`src/hdl/event_aggregator_pkg.sv`:
```
// event aggregation fabric: shared widths, stage codes and reset values
// assumes: one clock domain, event ids carry their stage code in top bits
package event_aggregator_pkg;

   // -------------------------------------------------------------
   // event layout
   // -------------------------------------------------------------
   localparam int EVT_W = 8;
   localparam int STAGE_W = 2;
   localparam int STAGE_LSB = EVT_W - STAGE_W;
   localparam int STAT_IDX_W = 4;
   localparam int STAT_IDX_LSB = 0;
   localparam int CNT_W = 16;

   // -------------------------------------------------------------
   // reset values
   // -------------------------------------------------------------
   localparam logic [CNT_W-1:0] CNT_RST = 16'h0000;
   localparam logic STAT_RST = 1'h0;

   // stage that an event id is routed to, from its top bits
   typedef enum logic [STAGE_W-1:0] {
      STG_STATUS,
      STG_MULTI,
      STG_COUNT,
      STG_BUS
   } stage_t;

endpackage : event_aggregator_pkg

```
`src/hdl/event_aggregator.sv`:
```
// event_aggregator: status, multicast and counted stages on one dispatcher
// assumes: transport bus sources/sinks use valid/ready in CORE_CLK domain
`timescale 1ns/1ps
module event_aggregator #(
   parameter int EVT_W = event_aggregator_pkg::EVT_W,
   parameter int STAT_IDX_W = event_aggregator_pkg::STAT_IDX_W,
   parameter int CNT_W = event_aggregator_pkg::CNT_W
) (
   input wire logic CORE_CLK,
   input wire logic RST_B,
   input wire logic CLK_EN,
   input wire logic IN_VALID,
   output logic IN_READY,
   input wire logic [EVT_W-1:0] IN_EVENT,
   output logic OUT_VALID,
   input wire logic OUT_READY,
   output logic [EVT_W-1:0] OUT_EVENT,
   input wire logic MC_SPLIT_EN,
   input wire logic [EVT_W-1:0] MC_EVT_A,
   input wire logic [EVT_W-1:0] MC_EVT_B,
   input wire logic [EVT_W-1:0] CNT_UP_EVT,
   input wire logic [EVT_W-1:0] CNT_DN_EVT,
   input wire logic CNT_DEC,
   output logic CNT_DEC_READY,
   output logic [CNT_W-1:0] COUNT_VALUE,
   input wire logic [(1<<STAT_IDX_W)-1:0] STAT_CLR,
   output logic [(1<<STAT_IDX_W)-1:0] INTR
);

   localparam int NSTAT = 1 << STAT_IDX_W;
   localparam int SLSB = EVT_W - event_aggregator_pkg::STAGE_W;

   initial begin
      if (EVT_W < STAT_IDX_W + event_aggregator_pkg::STAGE_W) begin
         $error("event_aggregator: EVT_W too small for stage and index");
      end
      if (CNT_W < 2) begin
         $error("event_aggregator: CNT_W must be at least 2");
      end
   end

   typedef enum logic [1:0] {
      MC_IDLE,
      MC_TWO,
      MC_ONE
   } mc_state_t;

   typedef enum logic [1:0] {
      SRC_NONE,
      SRC_MC,
      SRC_CNT,
      SRC_EXT
   } src_t;

   function automatic event_aggregator_pkg::stage_t dest_of(
      input logic [EVT_W-1:0] evt
   );
      dest_of = event_aggregator_pkg::stage_t'(evt[EVT_W-1:SLSB]);
   endfunction : dest_of

   // -------------------------------------------------------------
   // dispatcher: internal outputs drain ahead of new bus input
   // -------------------------------------------------------------
   mc_state_t mc_state_ff;
   mc_state_t nxt_mc_state;
   logic [EVT_W-1:0] mc_evt_ff;
   logic [EVT_W-1:0] nxt_mc_evt;
   logic mc_valid;
   logic cnt_slot_valid;
   logic cnt_slot_in_ready;
   logic [EVT_W-1:0] cnt_slot_evt;
   logic cnt_push;
   logic [EVT_W-1:0] cnt_push_evt;
   logic out_in_ready;
   logic [CNT_W-1:0] count_ff;
   logic [CNT_W-1:0] nxt_count;
   logic [NSTAT-1:0] status_ff;
   logic [NSTAT-1:0] nxt_status;
   src_t sel_src;
   logic sel_valid;
   logic [EVT_W-1:0] sel_evt;
   event_aggregator_pkg::stage_t sel_dest;
   logic can_take;
   logic take;
   logic stat_take;
   logic mc_take;
   logic cnt_take;
   logic out_take;
   logic mc_out_take;
   logic cnt_dec_fire;
   logic [STAT_IDX_W-1:0] stat_idx;

   assign mc_valid = (mc_state_ff != MC_IDLE);

   // counted output goes first: it never feeds multicast, so a copy aimed
   // at the counted stage cannot wait forever behind a full counted slot
   always_comb begin
      sel_src = SRC_NONE;
      sel_evt = IN_EVENT;
      if (cnt_slot_valid) begin
         sel_src = SRC_CNT;
         sel_evt = cnt_slot_evt;
      end else if (mc_valid) begin
         sel_src = SRC_MC;
         sel_evt = mc_evt_ff;
      end else if (IN_VALID) begin
         sel_src = SRC_EXT;
      end
   end

   assign sel_valid = (sel_src != SRC_NONE);
   assign sel_dest = dest_of(sel_evt);

   // a stage takes only while its own output side has room
   always_comb begin
      unique case (sel_dest)
         event_aggregator_pkg::STG_STATUS: can_take = 1'b1;
         event_aggregator_pkg::STG_MULTI: can_take = ~mc_valid;
         event_aggregator_pkg::STG_COUNT:
            can_take = cnt_slot_in_ready & (count_ff != '1);
         event_aggregator_pkg::STG_BUS: can_take = out_in_ready;
      endcase
   end

   assign take = CLK_EN & sel_valid & can_take;
   assign stat_take = take & (sel_dest == event_aggregator_pkg::STG_STATUS);
   assign mc_take = take & (sel_dest == event_aggregator_pkg::STG_MULTI);
   assign cnt_take = take & (sel_dest == event_aggregator_pkg::STG_COUNT);
   assign out_take = take & (sel_dest == event_aggregator_pkg::STG_BUS);
   assign mc_out_take = take & (sel_src == SRC_MC);
   assign IN_READY = CLK_EN & ~mc_valid & ~cnt_slot_valid
                     & can_take;

   // -------------------------------------------------------------
   // status stage
   // -------------------------------------------------------------
   assign stat_idx = sel_evt[event_aggregator_pkg::STAT_IDX_LSB +: STAT_IDX_W];

   // set wins over a clear in the same cycle
   always_comb begin
      nxt_status = status_ff & ~STAT_CLR;
      if (stat_take) begin
         nxt_status[stat_idx] = 1'b1;
      end
   end

   always_ff @(posedge CORE_CLK or negedge RST_B) begin
      if (!RST_B) begin
         status_ff <= {NSTAT{event_aggregator_pkg::STAT_RST}};
      end else if (CLK_EN) begin
         status_ff <= nxt_status;
      end
   end

   assign INTR = status_ff;

   // -------------------------------------------------------------
   // multicast stage
   // -------------------------------------------------------------
   // outputs re-enter the dispatcher; a self-routed copy would stall here
   always_comb begin
      nxt_mc_state = mc_state_ff;
      nxt_mc_evt = mc_evt_ff;
      unique case (mc_state_ff)
         MC_IDLE: begin
            if (mc_take) begin
               nxt_mc_state = MC_SPLIT_EN ? MC_TWO : MC_ONE;
               nxt_mc_evt = MC_EVT_A;
            end
         end
         MC_TWO: begin
            if (mc_out_take) begin
               nxt_mc_state = MC_ONE;
               nxt_mc_evt = MC_EVT_B;
            end
         end
         MC_ONE: begin
            if (mc_out_take) begin
               nxt_mc_state = MC_IDLE;
            end
         end
      endcase
   end

   always_ff @(posedge CORE_CLK or negedge RST_B) begin
      if (!RST_B) begin
         mc_state_ff <= MC_IDLE;
         mc_evt_ff <= '0;
      end else if (CLK_EN) begin
         mc_state_ff <= nxt_mc_state;
         mc_evt_ff <= nxt_mc_evt;
      end
   end

   // -------------------------------------------------------------
   // counted stage
   // -------------------------------------------------------------
   // output ids are trusted not to target multicast, so no loop forms
   assign CNT_DEC_READY = CLK_EN & cnt_slot_in_ready
                          & (count_ff != '0) & ~cnt_take;
   assign cnt_dec_fire = CNT_DEC & CNT_DEC_READY;

   always_comb begin
      nxt_count = count_ff + CNT_W'(cnt_take) - CNT_W'(cnt_dec_fire);
      cnt_push = (count_ff == '0) != (nxt_count == '0);
      cnt_push_evt = (count_ff == '0) ? CNT_UP_EVT : CNT_DN_EVT;
   end

   always_ff @(posedge CORE_CLK or negedge RST_B) begin
      if (!RST_B) begin
         count_ff <= event_aggregator_pkg::CNT_RST;
      end else if (CLK_EN) begin
         count_ff <= nxt_count;
      end
   end

   assign COUNT_VALUE = count_ff;

   event_slot #(
      .W(EVT_W)
   ) u_cnt_slot (
      .clk(CORE_CLK),
      .rst_b(RST_B),
      .en(CLK_EN),
      .in_valid(cnt_push),
      .in_ready(cnt_slot_in_ready),
      .in_data(cnt_push_evt),
      .out_valid(cnt_slot_valid),
      .out_ready(take & (sel_src == SRC_CNT)),
      .out_data(cnt_slot_evt)
   );

   // -------------------------------------------------------------
   // transport bus output
   // -------------------------------------------------------------
   event_slot #(
      .W(EVT_W)
   ) u_out_slot (
      .clk(CORE_CLK),
      .rst_b(RST_B),
      .en(CLK_EN),
      .in_valid(out_take),
      .in_ready(out_in_ready),
      .in_data(sel_evt),
      .out_valid(OUT_VALID),
      .out_ready(OUT_READY & CLK_EN),
      .out_data(OUT_EVENT)
   );
endmodule : event_aggregator

```
`src/hdl/event_slot.sv`:
```
// event_slot: one-entry holding register with valid/ready on both sides
// assumes: upstream holds data stable while in_valid is high and not taken
`timescale 1ns/1ps
module event_slot #(
   parameter int W = 8
) (
   input wire logic clk,
   input wire logic rst_b,
   input wire logic en,
   input wire logic in_valid,
   output logic in_ready,
   input wire logic [W-1:0] in_data,
   output logic out_valid,
   input wire logic out_ready,
   output logic [W-1:0] out_data
);

   logic full_ff;
   logic nxt_full;
   logic [W-1:0] data_ff;
   logic [W-1:0] nxt_data;

   initial begin
      if (W < 1) begin
         $error("event_slot: W must be at least 1");
      end
   end

   // no pass-through: a held event blocks new input until it leaves
   assign in_ready = en & ~full_ff;
   assign out_valid = full_ff;
   assign out_data = data_ff;

   always_comb begin
      nxt_full = full_ff;
      nxt_data = data_ff;
      if (full_ff && out_ready) begin
         nxt_full = 1'b0;
      end
      if (in_valid && !full_ff) begin
         nxt_full = 1'b1;
         nxt_data = in_data;
      end
   end

   always_ff @(posedge clk or negedge rst_b) begin
      if (!rst_b) begin
         full_ff <= 1'b0;
         data_ff <= '0;
      end else if (en) begin
         full_ff <= nxt_full;
         data_ff <= nxt_data;
      end
   end

endmodule : event_slot

```
`config.mk`:
```
export PLATFORM = sky130hd
export DESIGN_NAME = event_aggregator
export DESIGN_NICKNAME = d
export VERILOG_FILES = /design/src/hdl/event_aggregator_pkg.sv /design/src/hdl/event_aggregator.sv /design/src/hdl/event_slot.sv
export SDC_FILE = /design/constraint.sdc
export NUM_CORES = 1
export LEC_CHECK = 0
export ABC_AREA = 1
export CORE_MARGIN = 10
export CORE_UTILIZATION = 64
export DETAILED_ROUTE_END_ITERATION = 8
export DONT_BUFFER_PORTS = 1
export PLACE_DENSITY = 0.83
export SYNTH_ARGS = -nofsm -noshare
export SYNTH_HDL_FRONTEND = slang
export SYNTH_SLANG_ARGS = --single-unit
```
`constraint.sdc`:
```
create_clock -name CORE_CLK -period 5 [get_ports CORE_CLK]
set_clock_uncertainty 0.1 [all_clocks]
set_input_delay 0.25 -clock CORE_CLK [delete_from_list [all_inputs] [get_ports CORE_CLK]]
set_output_delay 0.25 -clock CORE_CLK [all_outputs]
set_load 0.05 [all_outputs]
```
==> metrics.yaml <==
syn_nets: 730
clock_path_buffers: 2
post_synth_and_or_nand_nor_area_fraction_pct: 37.9
synth_area_leaders: "dfrtp_1, nand2_1, ha_1"
grt_antenna_before_repair: 0
period_share_pct: 91.4
crit_required_ps: 5140
die_x_um: 103
ir_worst_vdd_uv: 462
cp_common_cell: "nand2_1"
synth_cell_types: 36
pre_cts_slack_ps: 389
path_max_fanout: 9
violations: "hold timing"
min_path_type: "in2reg"
vias: 4175
cp_num_buf_inv: 6
grt_pass1_vias: 4122
avgSynthCellArea_um2: 6.88
drive_above_1_share_pct: 11.4
path_delay_family: "simple AND/OR/NAND/NOR gates"
htreeDepth: 3
dpl-instance-area_mm2: 0.00454
p_leak_nw: 2.73
status: "complete, but fails checks"
arrival_ps: 4710
syn_area_mm2: 0.00436
yosysWarnings: 0
first_iter_violations: 248
die_area_mm2: 0.0105
ff2ff_setup_slack_ps: 430
start_util_pct: 64.8
fin_setup_tns_ps: 0
coreArea_mm2: 0.00672
cp-start-kind: "flip-flop"
slew_headroom_pct: 43.9
fmax_ghz: 0.219
seq_area_frac_synth_pct: 34.5
clk_latency_ps: 350
ant_nets: 0
cts_root_buffer: "clkbuf_8"
die_height_um: 103
cts_sinks: 60
crit_path_top_delay_cell: "dfrtp_1"
hold_viol_final: 1
synthXorXnorAreaFrac_pct: 0.804
cts_tree: "built"
track_usage_pct: 23.4
numPortBuffers: 0
fin_util_pct: 72.9
ys_ff_latch: 60
nets: 765
r2r_end: "u_cnt_slot.out_data[2]$_DFFE_PN0P_"
grt_pass1_wl_mm: 19.6
cts_buffers: 9
crit_end: "u_cnt_slot.out_data[2]$_DFFE_PN0P_"
startpoint: "mc_state_ff[0]$_DFFE_PN0P_"
timing.hold.ws_ps: -1.91
finalSetupViolations: 0
grt_overflow: 0
path_depth: 32
wl_per_cell_um: 16.3
period_needed_ps: 4570
post_cts_buffers: 0
worst_path_largest_cell_delay_ps: 400
max_cap_viol_count: 0
fin_area_mm2: 0.00490
grt_max_degree: 61
gp_congestion: 0.963
synth_compound_area_share_pct: 7.73
fin_ws_ps: 428
drc_errors: 0
r2r-start: "mc_state_ff[0]$_DFFE_PN0P_"
wl_mm: 12.3
critical_path_class: "reg2reg"
dp_hpwl_mm: 9.39
cts.clk_slew.worst_paths_ps: 70
area_growth_syn_to_layout_pct: 12.4
netlist_instances: 633
pin_count: 106
muxShareOfSynthArea_pct: 0
drv_slew: 0
diodes: 0
reg2regPathDepth: 32
max_slew.worst_pin.slew_ps: 842
viasPerCell: 5.54
end_kind: "flip-flop"
first_pass_iters: 5
rows: 30
synth_adder_area_share_pct: 9.94
powerDensity_mw_per_mm2: 779
yosysTopAreaCellShare_pct: 34.5
synth_top_family_by_area: "simple AND/OR/NAND/NOR gates"
synth_top_area_cell: "dfrtp_1"
timing repair:
action / 4_1_cts / 5_1_grt
gates resized for setup: 0 / 3
hold endpoints to repair: 77 / 0
hold buffers: 15 / 0
endpoints found under the setup margin: 0 / 9
sequential cells by signal, summed over array words and instances (netlist names):
name                  cells
u_out_slot.out_data       8
INTR                     16
u_cnt_slot.out_data       8
u_out_slot.out_valid      1
mc_state_ff               2
mc_evt_ff                 8
u_cnt_slot.out_valid      1
COUNT_VALUE              16
worst min-delay path, stage by stage:
cell and delay [ps]:
nand2_1 50, nand2_1 50, o21ai_0 60
report_power, final:
group          switching [mW]  leakage, nW  internal [mW]
sequential              0.312        0.786          0.637
clock                   0.219       0.0896          0.182
combinational            1.69         1.86          0.780
total                    2.22         2.73           1.60
metrics by stage:
stage	hold slack [ps]	power [mW]	std cells
4_1_cts	1.19	3.77	753
6_report	-1.91	3.82	753
5_1_grt	5.35	4.16	753
2_1_floorplan	-146	2.76	633
3_3_place_gp	-144	3.26	722
3_5_place_dp	-144	3.34	722
area by class of cell:
cell class | instances | area (um^2)
fill | 547 | 1820
sequential | 60 | 1500
inverter | 90 | 347
clock buffer | 9 | 124
clock inverter | 7 | 52.6
tap | 80 | 100
multi-input combinational | 474 | 2470
timing repair buffer | 33 | 303
Yosys cell counts:
cell type    n
nor2_1      29
a221oi_1     4
nand2_4      2
fa_1         1
o21ai_2      6
o21bai_1     1
o21ai_0     35
nor3_1       4
nand4_1     16
inv_4        2
nor2_4       2
nand2_2      9
a21oi_1      8
buf_6        3
clkbuf_1     6
a21oi_2      1
nand4_4      1
inv_1       83
dfrtp_1     60
clkinv_1     2
nand2_1    262
and3_4       1
and2_1       2
ha_1        33
inv_2        3
xnor2_1      1
or2_2        5
nand3_4      1
nand3_1     35
nor2_2       6
o221ai_1     2
nand3_2      1
xor2_1       3
nand3b_1     1
and3_1       1
nor3b_1      1
cells in the final DEF, fill, tap and decap left out, types with 2 or more instances in the layout:
master         instances
a21oi_1                8
xor2_1                 3
and2_1                 2
a221oi_1               4
nand2_2                9
o221ai_1               2
or2_2                  5
nand2_4                2
clkbuf_8               9
clkinvlp_4             2
clkinv_4               3
nor2_4                 2
nor3_1                 4
o21ai_0               35
o21ai_2                6
clkinv_2               2
nand2_1              262
buf_4                 18
nor2_1                29
inv_2                  3
ha_1                  32
dfrtp_1               60
dlygate4sd3_1         14
nand4_1               16
nor2_2                 6
nand3_1               35
inv_4                  2
inv_1                 83
worst min path at each step:
stage | start | to | slack [ps] | depth (start not counted)
2_1_floorplan | RST_B | COUNT_VALUE[0]$_DFFE_PN0P_ | -150 | 0
3_3_place_gp | RST_B | COUNT_VALUE[2]$_DFFE_PN0P_ | -140 | 0
3_5_place_dp | RST_B | u_out_slot.out_data[6]$_DFFE_PN0P_ | -140 | 0
4_1_cts | CLK_EN | INTR[4]$_DFFE_PN0P_ | 1 | 3
5_1_grt | CLK_EN | INTR[4]$_DFFE_PN0P_ | 5 | 3
6_report | CLK_EN | INTR[4]$_DFFE_PN0P_ | -2 | 3
cells by family after synthesis:
family	count (synthesis)
AOI/OAI and AO/OA	57
xor gates and xnor gates	4
adders and majority gates	34
buffers and inverters	99
DFF	60
and+or+nand+nor	379
routing by layer:
metal  vias to the layer above  track usage, %  wire length (um)
met5                         -               0                 0
met4                         0            8.35               297
met3                        27            6.77              1200
met2                       183            38.1              5780
met1                      1906            28.8              5010
li1                       2059               -                 -
Power figures use the tool's default switching activity.
